==> src/dma_channel_defs.svh <==
`ifndef DMA_CHANNEL_DEFS_SVH
`define DMA_CHANNEL_DEFS_SVH

`define REG_ADDR_W 5
`define OFF_SOURCE 4'h0
`define OFF_DEST 4'h4
`define OFF_COUNT 4'h8
`define OFF_CONTROL 4'hC
`define CH_SEL_BIT 4

`define CTL_WIDTH 16
`define CNT_WIDTH 24
`define CTL_RESET 16'h0000

`define DEST_STEP_HI 15
`define DEST_STEP_LO 14
`define SRC_STEP_HI 13
`define SRC_STEP_LO 12
`define UNIT_SIZE_HI 11
`define UNIT_SIZE_LO 10
`define ACK_PHASE_BIT 8
`define ACK_POLARITY_BIT 7
`define SINGLE_ADDR_BIT 3
`define TRANSFER_END_BIT 1
`define CHANNEL_ENABLE_BIT 0

`define STEP_FIXED 2'h0
`define STEP_INC 2'h1
`define STEP_DEC 2'h2

`define SIZE_BYTE 2'h0
`define SIZE_WORD 2'h1
`define SIZE_LONG 2'h2
`define SIZE_16B 2'h3

`define BYTES_BYTE 32'h0000_0001
`define BYTES_WORD 32'h0000_0002
`define BYTES_LONG 32'h0000_0004
`define BYTES_16B 32'h0000_0010

`define CNT_STEP_UNIT 24'h00_0001
`define CNT_STEP_16B 24'h00_0004
`define CNT_ZERO 24'h00_0000
`define LAST_BEAT 2'h3

`endif

==> src/dma_channel_pkg.sv <==
package dma_channel_pkg;

	typedef enum logic [2:0] {
		ST_IDLE = 3'b001,
		ST_RD = 3'b010,
		ST_WR = 3'b100
	} fsm_e;

	typedef struct packed {
		logic [1:0][31:0] src;
		logic [1:0][31:0] dst;
		logic [1:0][23:0] cnt;
		logic [1:0][15:0] ctl;
		fsm_e fsm;
		logic ch;
		logic [1:0] beat;
		logic [3:0][31:0] hold;
		logic req;
		logic we;
		logic [31:0] addr;
		logic [1:0] size;
		logic [31:0] wdata;
		logic [1:0] ack_act;
		logic [1:0] ack_pin;
		logic [31:0] rdata;
	} dma_state_s;

endpackage

==> src/dma_channel_address_count_mode.sv <==
`timescale 1ns/10ps
`include "dma_channel_defs.svh"

// Function
// - Source pointer: 32-bit, shows next source address
// - Device-to-memory single mode ignores source pointer
// - Pointers undefined at reset, kept in standby
// - Destination pointer: 32-bit, shows next destination
// - Memory-to-device single mode ignores destination pointer
// - Count uses low 24 bits; upper read zero
// - Count one is one; zero means 16777216
// - Count read returns remaining transfers
// - Count undefined at reset, kept in standby
// - Control low 16 bits; zeroed by reset, standby
// - Transfer end flag cleared only by writing zero, reset or standby
// - Destination step: fixed, increment, decrement by size
// - Destination step ignored toward acknowledged device
// - Source step: fixed, increment, decrement by size
// - 16-byte unit: source always advances sixteen
// - Source step ignored from acknowledged device
// - Unit size byte, word, long, sixteen bytes
// - Count reaching zero ends transfer, sets flag
// - Bit three selects dual or single address
module dma_channel_address_count_mode
	import dma_channel_pkg::*;
(
	input wire logic clk_sys,
	input wire logic sys_rst,
	input wire logic standby,
	input wire logic module_stop,
	input wire logic [`REG_ADDR_W-1:0] reg_addr,
	input wire logic [31:0] reg_wdata,
	input wire logic reg_wr,
	input wire logic reg_rd,
	output logic [31:0] reg_rdata,
	input wire logic [1:0] channel_request,
	output logic mem_req,
	output logic mem_we,
	output logic [31:0] mem_addr,
	output logic [1:0] mem_size,
	output logic [31:0] mem_wdata,
	input wire logic [31:0] mem_rdata,
	input wire logic mem_ack,
	output logic [1:0] transfer_acknowledge_pin
);

	dma_state_s st_q;
	dma_state_s st_d;

	logic c;
	logic wc;
	logic [15:0] cc;
	logic is16;
	logic single;
	logic dev2mem;
	logic done;
	logic [23:0] dec;
	logic [1:0] nb;
	logic [1:0] go;

	function automatic logic [31:0] unit_bytes(input logic [1:0] sz);
		case (sz)
			`SIZE_BYTE: unit_bytes = `BYTES_BYTE;
			`SIZE_WORD: unit_bytes = `BYTES_WORD;
			`SIZE_LONG: unit_bytes = `BYTES_LONG;
			default: unit_bytes = `BYTES_16B;
		endcase
	endfunction

	// Reserved step code 11 leaves the pointer where it is.
	function automatic logic [31:0] step_ptr(input logic [31:0] p,
			input logic [1:0] mode, input logic [1:0] sz);
		case (mode)
			`STEP_INC: step_ptr = p + unit_bytes(sz);
			`STEP_DEC: step_ptr = p - unit_bytes(sz);
			default: step_ptr = p;
		endcase
	endfunction

	function automatic logic [31:0] beat_addr(input logic [31:0] base,
			input logic [1:0] b);
		beat_addr = base + {28'h000_0000, b, 2'b00};
	endfunction

	always_comb begin
		st_d = st_q;
		st_d.rdata = 32'h0000_0000;
		wc = reg_addr[`CH_SEL_BIT];
		c = st_q.ch;
		cc = st_q.ctl[st_q.ch];
		is16 = cc[`UNIT_SIZE_HI:`UNIT_SIZE_LO] == `SIZE_16B;
		single = cc[`SINGLE_ADDR_BIT];
		dev2mem = cc[`ACK_PHASE_BIT];
		done = 1'b0;
		dec = `CNT_STEP_UNIT;
		nb = st_q.beat + 2'h1;
		go = 2'b00;

		if (reg_wr && reg_addr[1:0] == 2'b00) begin
			case (reg_addr[3:0])
				`OFF_SOURCE: st_d.src[wc] = reg_wdata;
				`OFF_DEST: st_d.dst[wc] = reg_wdata;
				`OFF_COUNT: st_d.cnt[wc] = reg_wdata[23:0];
				`OFF_CONTROL: begin
					st_d.ctl[wc] = reg_wdata[15:0];
					// Writing one keeps the flag, writing zero clears it.
					st_d.ctl[wc][`TRANSFER_END_BIT] =
						st_q.ctl[wc][`TRANSFER_END_BIT] &
						reg_wdata[`TRANSFER_END_BIT];
				end
				default: begin
				end
			endcase
		end

		if (reg_rd && reg_addr[1:0] == 2'b00) begin
			case (reg_addr[3:0])
				`OFF_SOURCE: st_d.rdata = st_q.src[wc];
				`OFF_DEST: st_d.rdata = st_q.dst[wc];
				`OFF_COUNT: st_d.rdata = {8'h00, st_q.cnt[wc]};
				`OFF_CONTROL: st_d.rdata = {16'h0000, st_q.ctl[wc]};
				default: st_d.rdata = 32'h0000_0000;
			endcase
		end

		for (int i = 0; i < 2; i++) begin
			go[i] = channel_request[i] &
				st_q.ctl[i][`CHANNEL_ENABLE_BIT] &
				~st_q.ctl[i][`TRANSFER_END_BIT];
		end

		case (st_q.fsm)
			ST_IDLE: begin
				if (!module_stop && go != 2'b00) begin
					c = ~go[0];
					cc = st_q.ctl[c];
					single = cc[`SINGLE_ADDR_BIT];
					dev2mem = cc[`ACK_PHASE_BIT];
					st_d.ch = c;
					st_d.beat = 2'h0;
					st_d.req = 1'b1;
					// A 16-byte unit runs as longword beats.
					if (cc[`UNIT_SIZE_HI:`UNIT_SIZE_LO] == `SIZE_16B) begin
						st_d.size = `SIZE_LONG;
					end else begin
						st_d.size = cc[`UNIT_SIZE_HI:`UNIT_SIZE_LO];
					end
					if (single && dev2mem) begin
						st_d.fsm = ST_WR;
						st_d.we = 1'b1;
						st_d.addr = st_q.dst[c];
						st_d.ack_act[c] = 1'b1;
					end else begin
						st_d.fsm = ST_RD;
						st_d.we = 1'b0;
						st_d.addr = st_q.src[c];
						st_d.ack_act[c] = ~dev2mem;
					end
				end
			end
			ST_RD: begin
				if (st_q.req && mem_ack) begin
					st_d.hold[st_q.beat] = mem_rdata;
					if (single) begin
						done = 1'b1;
					end else if (is16 && st_q.beat != `LAST_BEAT) begin
						st_d.beat = nb;
						st_d.addr = beat_addr(st_q.src[c], nb);
					end else begin
						st_d.fsm = ST_WR;
						st_d.beat = 2'h0;
						st_d.we = 1'b1;
						st_d.addr = st_q.dst[c];
						st_d.wdata = is16 ? st_q.hold[0] : mem_rdata;
						st_d.ack_act[c] = dev2mem;
					end
				end
			end
			ST_WR: begin
				if (st_q.req && mem_ack) begin
					if (!single && is16 && st_q.beat != `LAST_BEAT) begin
						st_d.beat = nb;
						st_d.addr = beat_addr(st_q.dst[c], nb);
						st_d.wdata = st_q.hold[nb];
					end else begin
						done = 1'b1;
					end
				end
			end
			default: begin
				st_d.fsm = ST_IDLE;
				st_d.req = 1'b0;
				st_d.we = 1'b0;
				st_d.ack_act = 2'b00;
			end
		endcase

		if (done) begin
			st_d.fsm = ST_IDLE;
			st_d.req = 1'b0;
			st_d.we = 1'b0;
			st_d.ack_act = 2'b00;
			if (is16) begin
				st_d.src[c] = st_q.src[c] + `BYTES_16B;
				dec = `CNT_STEP_16B;
			end else if (!(single && dev2mem)) begin
				st_d.src[c] = step_ptr(st_q.src[c],
					cc[`SRC_STEP_HI:`SRC_STEP_LO],
					cc[`UNIT_SIZE_HI:`UNIT_SIZE_LO]);
			end
			if (!(single && !dev2mem)) begin
				st_d.dst[c] = step_ptr(st_q.dst[c],
					cc[`DEST_STEP_HI:`DEST_STEP_LO],
					cc[`UNIT_SIZE_HI:`UNIT_SIZE_LO]);
			end
			// A zero count wraps past zero, which gives 16777216 units, or 4194304 in 16-byte mode.
			if (st_q.cnt[c] != `CNT_ZERO && st_q.cnt[c] <= dec) begin
				st_d.cnt[c] = `CNT_ZERO;
				st_d.ctl[c][`TRANSFER_END_BIT] = 1'b1;
			end else begin
				st_d.cnt[c] = st_q.cnt[c] - dec;
			end
		end

		// Standby clears control and returns the unit to idle; pointers and counts survive.
		if (standby) begin
			st_d.ctl[0] = `CTL_RESET;
			st_d.ctl[1] = `CTL_RESET;
			st_d.fsm = ST_IDLE;
			st_d.req = 1'b0;
			st_d.we = 1'b0;
			st_d.ack_act = 2'b00;
		end

		for (int i = 0; i < 2; i++) begin
			st_d.ack_pin[i] = st_d.ack_act[i] ?
				st_d.ctl[i][`ACK_POLARITY_BIT] :
				~st_d.ctl[i][`ACK_POLARITY_BIT];
		end
	end

	// Pointers and counts take zero at reset, one value of undefined.
	always_ff @(posedge clk_sys) begin
		if (sys_rst) begin
			st_q <= '0;
			st_q.fsm <= ST_IDLE;
			st_q.ack_pin <= 2'b11;
		end else begin
			st_q <= st_d;
		end
	end

	assign reg_rdata = st_q.rdata;
	assign mem_req = st_q.req;
	assign mem_we = st_q.we;
	assign mem_addr = st_q.addr;
	assign mem_size = st_q.size;
	assign mem_wdata = st_q.wdata;
	assign transfer_acknowledge_pin = st_q.ack_pin;

endmodule

==> config.mk <==
export PLATFORM = sky130hd
export DESIGN_NAME = dma_channel_address_count_mode
export DESIGN_NICKNAME = d
export VERILOG_FILES = /design/src/dma_channel_pkg.sv /design/src/dma_channel_address_count_mode.sv
export VERILOG_INCLUDE_DIRS = /design/src /design/src/src
export SDC_FILE = /design/constraint.sdc
export NUM_CORES = 2
export LEC_CHECK = 0
export ABC_AREA = 0
export BUFFER_PORTS_ARGS = -buffer_cell sky130_fd_sc_hd__buf_2
export CORE_UTILIZATION = 50
export DETAILED_ROUTE_END_ITERATION = 16
export HOLD_SLACK_MARGIN = 0.1
export PLACE_DENSITY = 0.67
export SYNTH_ARGS = -nofsm -noshare
export SYNTH_HDL_FRONTEND = slang
export SYNTH_SLANG_ARGS = --single-unit
export TNS_END_PERCENT = 10
==> constraint.sdc <==
create_clock -name clk_sys -period 14.6 [get_ports clk_sys]
set_input_delay 1.46 -clock clk_sys [delete_from_list [all_inputs] [get_ports clk_sys]]
set_output_delay 1.46 -clock clk_sys [all_outputs]
set_load 0.02 [all_outputs]
Word level (Yosys, flattened, before mapping). Index checks and enable logic that the tools add are counted.

Memory bits (writable): 0. Bits in read-only memories: 0. Memories kept: 0. Bits in registers: 446. Bits in latches: 0. Output and inout bits: 102. Input port bits: 78.

Eq/ne operators: 21. $add $sub $neg: 9. Divide/modulo/power cells: 0. Shift-type cells: 0. Reductions and logical operators: 36. Bitwise operators: 18. $mul: 0. Muxes and demuxes: 148. Order comparisons: 12.

Operators by type and width (number): $mux W32 (47); $bwmux W64 (5); $mux W64 (5); $mux W211 (1); $mux W208 (1); $pmux W32 S2 (3); $mux W24 (7); $mux W16 (9); $mux W130 (1); $bwmux W128 (1); $pmux W32 S4 (1); $mux W34 (3); $mux W33 (3); $bwmux W48 (2); $mux W48 (2); $pmux W32 S3 (1); $add A32 B32 Y32 (2); $add A32 B4 Y32 (2); $bmux W32 S2 (1); $bwmux W32 (2); $demux W32 S1 (2); $demux W32 S2 (1); $sub A32 B32 Y32 (2); $and A48 B48 Y48 (1); other kinds (48) (139).

Longest topological paths before layout.
Word-level depth: 25. Gate-level depth with buffers: 31. Depth with buffers taken out: 22.

Least setup slack after synthesis. OpenSTA, ideal clock, no wires.

Kind: input to register. From: in module_stop. To: reg st_q[349] in the netlist's numbering. Setup time: 0.091 ns. Cell stages on the path: 29. Path buffers: 12. Required time: 14.509 ns. Path slack: 6.340 ns. Data arrival time: 8.169 ns. Path through: and4bb_2 -> a21oi_2 -> buf_2 -> nor2_4 -> buf_2 -> buf_2 -> buf_2 -> buf_2 -> clkbuf_1 -> buf_2 -> mux2i_1 -> ha_1 -> clkbuf_1 -> buf_1 -> clkbuf_1 -> clkbuf_1 -> clkbuf_1 -> ha_1 -> a21o_1 -> a21o_1 -> a21o_1 -> a21o_1 -> a2111oi_0 -> o31ai_1 -> o2111ai_2 -> nand2_1 -> and3b_1 -> or4_4 -> a311oi_1.

Word-level cells in the longest chain between the ends: 16.

Ends and longest elaborated chain: start: declaration (RTL line dma_channel_address_count_mode.sv:30) `input wire logic module_stop,`; $logic_not A1 Y1 (*) (RTL line dma_channel_address_count_mode.sv:134) `if (!module_stop && go != 2'b00) begin`; $logic_and A1 B1 Y1 (*) (RTL line dma_channel_address_count_mode.sv:134); $mux W16 (RTL line dma_channel_address_count_mode.sv:134); $mux W16 (RTL line dma_channel_address_count_mode.sv:132) `case (st_q.fsm)`; $eq A2 B2 Y1 (tied with other cells) (RTL line dma_channel_address_count_mode.sv:62) `case (sz)`; $pmux W5 S3 (RTL line dma_channel_address_count_mode.sv:62); $mux W32 (RTL line dma_channel_address_count_mode.sv:73) `case (mode)`; $mux W32 (RTL line dma_channel_address_count_mode.sv:211) `if (!(single && !dev2mem)) begin`; $mux W32 (RTL line dma_channel_address_count_mode.sv:198) `if (done) begin`; $sub A32 B32 Y32 or $add A32 B32 Y32 (tied branches) (RTL line dma_channel_address_count_mode.sv:75, dma_channel_address_count_mode.sv:74); $pmux W32 S2 (RTL line dma_channel_address_count_mode.sv:73); $mux W32 (RTL line dma_channel_address_count_mode.sv:211); $mux W32 (RTL line dma_channel_address_count_mode.sv:198); $bwmux W64 (RTL line dma_channel_address_count_mode.sv:212) `st_d.dst[c] = step_ptr(st_q.dst[c],`; $mux W64 (*) (RTL line dma_channel_address_count_mode.sv:211); $mux W211 (*) (RTL line dma_channel_address_count_mode.sv:198); end signal: assignment (RTL line dma_channel_address_count_mode.sv:249) `st_q <= st_d;`; end: declaration (RTL line dma_channel_address_count_mode.sv:47) `dma_state_s st_q;`.

Mark *: on every way between the ends. The rest lies on a longest branch, timed or not. The select of a mux whose other input is x is not followed. A chain may end at the register's enable or synchronous reset.

Final worst setup path.
From: in module_stop. To: reg st_q[375] in the netlist's numbering.

The elaborated chain is that of the path after synthesis.

==> summary.md <==
| Metric | Value |
|---|---|
| CP top delay family | `compound AO/OA/AOI/OAI gates` |
| DP Wirelength | `87.38 mm` |
| First-pass GRT wire length | `190.0 mm` |
| Vias | `between 30000 and 40000` |
| Compound-Gate Fraction of Synth Area | `24.28%` |
| CP required | `roughly 15000 ps` |
| Int Power | `2.009 mW` |
| Overall routing resource usage | `between 30 and 40%` |
| Sequential share of power | `45.8%` |
| Post-CTS Resized | `0` |
| Initial antenna violation count | `4` |
| CTS Sinks | `around 450` |
| Count of cell types in the netlist | `105` |
| Die Span Y | `256.7 um` |
| Leak pwr | `12.25 nW` |
| Area share of and/or/nand/nor cells after synthesis | `21.23%` |
| Clk_lat worst skew | `630 ps` |
| Final Slew Violations | `0` |
| Port bufs | `179` |
| Synth area leaders | `dfxtp_1, mux2i_1, nand2_1, a21oi_1, a211oi_1` |
| CP max stage cell | `nor2_4` |
| Number of setup violations in the final report | `0` |
| Synth Warn # | `0` |
| Post-synthesis adder-cell area fraction | `under 10%` |
| Post-Synth XOR/XNOR Area | `3.617%` |
| Overflow after GRT | `0` |
| Min Tclk post-route | `7452 ps` |
| Largest net degree at the start of global routing | `95` |
| Vias per cell | `6.683` |
| Post-synthesis sequential area ratio | `27.46%` |
| Final nets | `4209` |
| Row count | `93` |
| Cells after Synth | `roughly 4200` |
| Critical path type | `primary input to register` |
| Worst Path Buf+Inv | `6` |
| Area after DPL | `0.03297 mm^2` |
| CP max FO | `47` |
| Mapped Nets | `4351` |
| Yosys top cell area share | `a little over a quarter` |
| Worst slew pin tran | `1248 ps` |
| Status | `complete, no violations` |
| Clock skew | `21.83 ps` |
| Drt drc | `0` |
| RSZ-0062 raised after global routing | `false` |
| Post CTS Setup Buffer Count | `0` |
| Post-place setup slack | `a little under 7000 ps` |
| EDFF count, synth | `0` |
| Cell area power density | `76.98 mW/mm^2` |
| TritonCTS Buffers | `between 50 and 60` |
| Peak supply drop | `between 0.07 and 0.08 mV` |
| Largest family of logic cells by synthesized area | `compound AO/OA/AOI/OAI gates` |
| Syn_area_per_cell | `roughly 7.7 um^2` |
| Drt pass-1 iters | `8` |
| Clock buffer depth | `3` |
| Psw | `658.8 uW` |
| Detailed Route WL | `126.6 mm` |
| Synth area leader | `dfxtp_1` |
| Yosys reg bits | `445` |
| Final instance area | `0.03465 mm^2` |
| H-tree levels | `2` |
| Worst path max stage delay | `just under 700 ps` |
| Final Cycle Share | `51.04%` |
| Post-synth top flop | `dfxtp_1` |
| # hold bufs at CTS | `0` |
| Routed len/inst | `25.57 um` |
| Starting Density | `50.51%` |
| CTS tree | `done` |
| Clock power share | `49.4%` |
| Syn-to-layout area delta | `6.803%` |
| Core area | `0.06423 mm^2` |
| CP Launch Type | `primary input` |
| Sum Neg Setup Slack | `0 ps` |
| Ys async rst share | `0%` |
| Synthesized area | `0.03244 mm^2` |
| Sw frac | `24.70%` |
| Clock transition at the registers of the reported paths | `60 ps` |
| Die area | `0.06591 mm^2` |
| Final Hold Fails | `0` |
| Placer Congestion | `just over 1` |
| CP arrival | `~7900 ps` |
| CTS Root Cell | `clkbuf_16` |
| Layout cells sized above 1 | `12.77%` |
| Die Wd | `roughly 260 um` |
| Post-route ant nets | `0` |
| Crit-path most repeated cell | `buf_4` |
| Gate power share | `4.8%` |
| Crit end category | `register` |
| Vias in the first global route | `roughly 31000` |
| Relative slew slack | `16.82%` |
| Mux cell area share after synthesis | `13.35%` |
| Final worst-path setup slack | `about 7100 ps` |
| IO Count | `180` |
| Max-cap viol count | `0` |
| Hold WC Path Type | `register to register` |
| DRT iter0 DRCs | `slightly above 4000` |
| Maximum clock rate | `134.2 MHz` |
[worst min-delay path, delay by kind of cell, from the launching register on]
| kind | cells | cell delay [ps] |
|---|---|---|
| DFF | 1 | 300 |
| and+or+nand+nor | 1 | 50 |
| AOI/OAI and AO/OA | 1 | 50 |
[power groups by stage]
stage,Combinational (mW),Sequential (mW),Clock [mW]
final,0.128,1.22,1.32
after global routing,0.133,1.22,1.38
after CTS,0.123,1.22,1.33
after detailed placement,0.122,1.25,0
after global placement,0.122,1.25,0
after floorplan,0.0693,1.25,0
[final cells by class]
cell class | instances | area, um^2
clock buffer | 71 | 1474
tap | 855 | 1070
timing repair buffer | 252 | 1456
sequential | 445 | 8914
antenna | 3 | 7.507
fill | 6251 | 29580
clock inverter | 18 | 203.9
multi-input combinational | 3256 | 21320
inverter | 53 | 203.9
[per-layer routing]
| metal | part of all wire [%] | global-route usage [%] | wire (um) | vias up |
|---|---|---|---|---|
| li1 | - | - | - | 14940 |
| met1 | 39 | 47.46 | 49170 | 15610 |
| met2 | 42 | 55.27 | 53390 | 1994 |
| met3 | 11 | 9.717 | 14340 | 551 |
| met4 | 7.7 | 23.94 | 9723 | 4 |
| met5 | 0.019 | 0 | 24 | - |
[Yosys cell counts (18+ instances only)]
cell type    n
or3_1       18
buf_4      103
o21a_1      27
a311oi_1    55
a22oi_1     40
mux4_2      50
a211oi_1   179
nand4_1     20
o22ai_1     50
xor2_1      48
a32oi_1     18
mux2i_1    278
o22a_1      20
and3_1      56
buf_1       27
a31oi_1     21
inv_1       50
ha_1        68
a221oi_1    44
a21o_1      44
nand2_1    718
clkbuf_1   288
o21ai_0    101
nor3_1     112
nand3_1    109
a21oi_1    384
nor2_1     302
dfxtp_1    445
o211ai_1    25
nand2b_1    21
buf_2       23
mux2_2      35
and2_1      26
nor2b_1     45
xnor2_1     86
[placed cells by master (no fill, tap or decap), types with 16 or more instances in the layout]
master / count
nand3_1: 109
o211ai_1: 25
nand2b_1: 20
a31o_2: 17
a32oi_1: 18
and2_1: 25
o21a_1: 27
nor2_1: 297
nand4_1: 20
a311oi_1: 55
o21ai_0: 100
a221oi_1: 44
nor2b_1: 44
o22a_1: 20
a21o_1: 44
inv_1: 50
mux4_2: 50
or3_1: 18
buf_2: 177
nand3b_1: 16
dfxtp_1: 443
and3_1: 56
buf_4: 74
or2_2: 17
nor3_1: 111
ha_1: 67
o22ai_1: 50
mux2_2: 35
a22oi_1: 40
mux2i_1: 278
nand2_1: 713
a211oi_1: 179
xor2_1: 48
xnor2_1: 86
clkbuf_16: 53
a31oi_1: 20
a21oi_1: 383
[cell families (layout without fill, tap and decap cells)]
logic type,Yosys count,in the layout
simple gates,1520,1520
compound gates,1164,1164
xor+xnor,134,134
fa+ha+maj,73,73
flops,445,445
mux,365,365
other cells,0,3
buf+inv,500,394
[metrics by stage]
stage	std cells	hold slack (ps)	total power, mW	util, %
after floorplan	4201	433.1	1.316	-
after global placement	4861	437.9	1.371	51.32
after detailed placement	4861	443.7	1.371	51.32
after CTS	4950	452.0	2.670	53.93
after global routing	4951	467.8	2.734	53.94
final	4953	452.5	2.667	53.95
[worst paths after layout]
check                   start  slack [ps]        end  cells past startpoint
setup / recovery  module_stop        7150  st_q[375]                     25
hold / removal       register         450   register                      2
setup reg to reg    st_q[237]        7640  st_q[375]                     23
hold reg to reg      register         450   register                      2
Power figures use the tool's default switching activity.
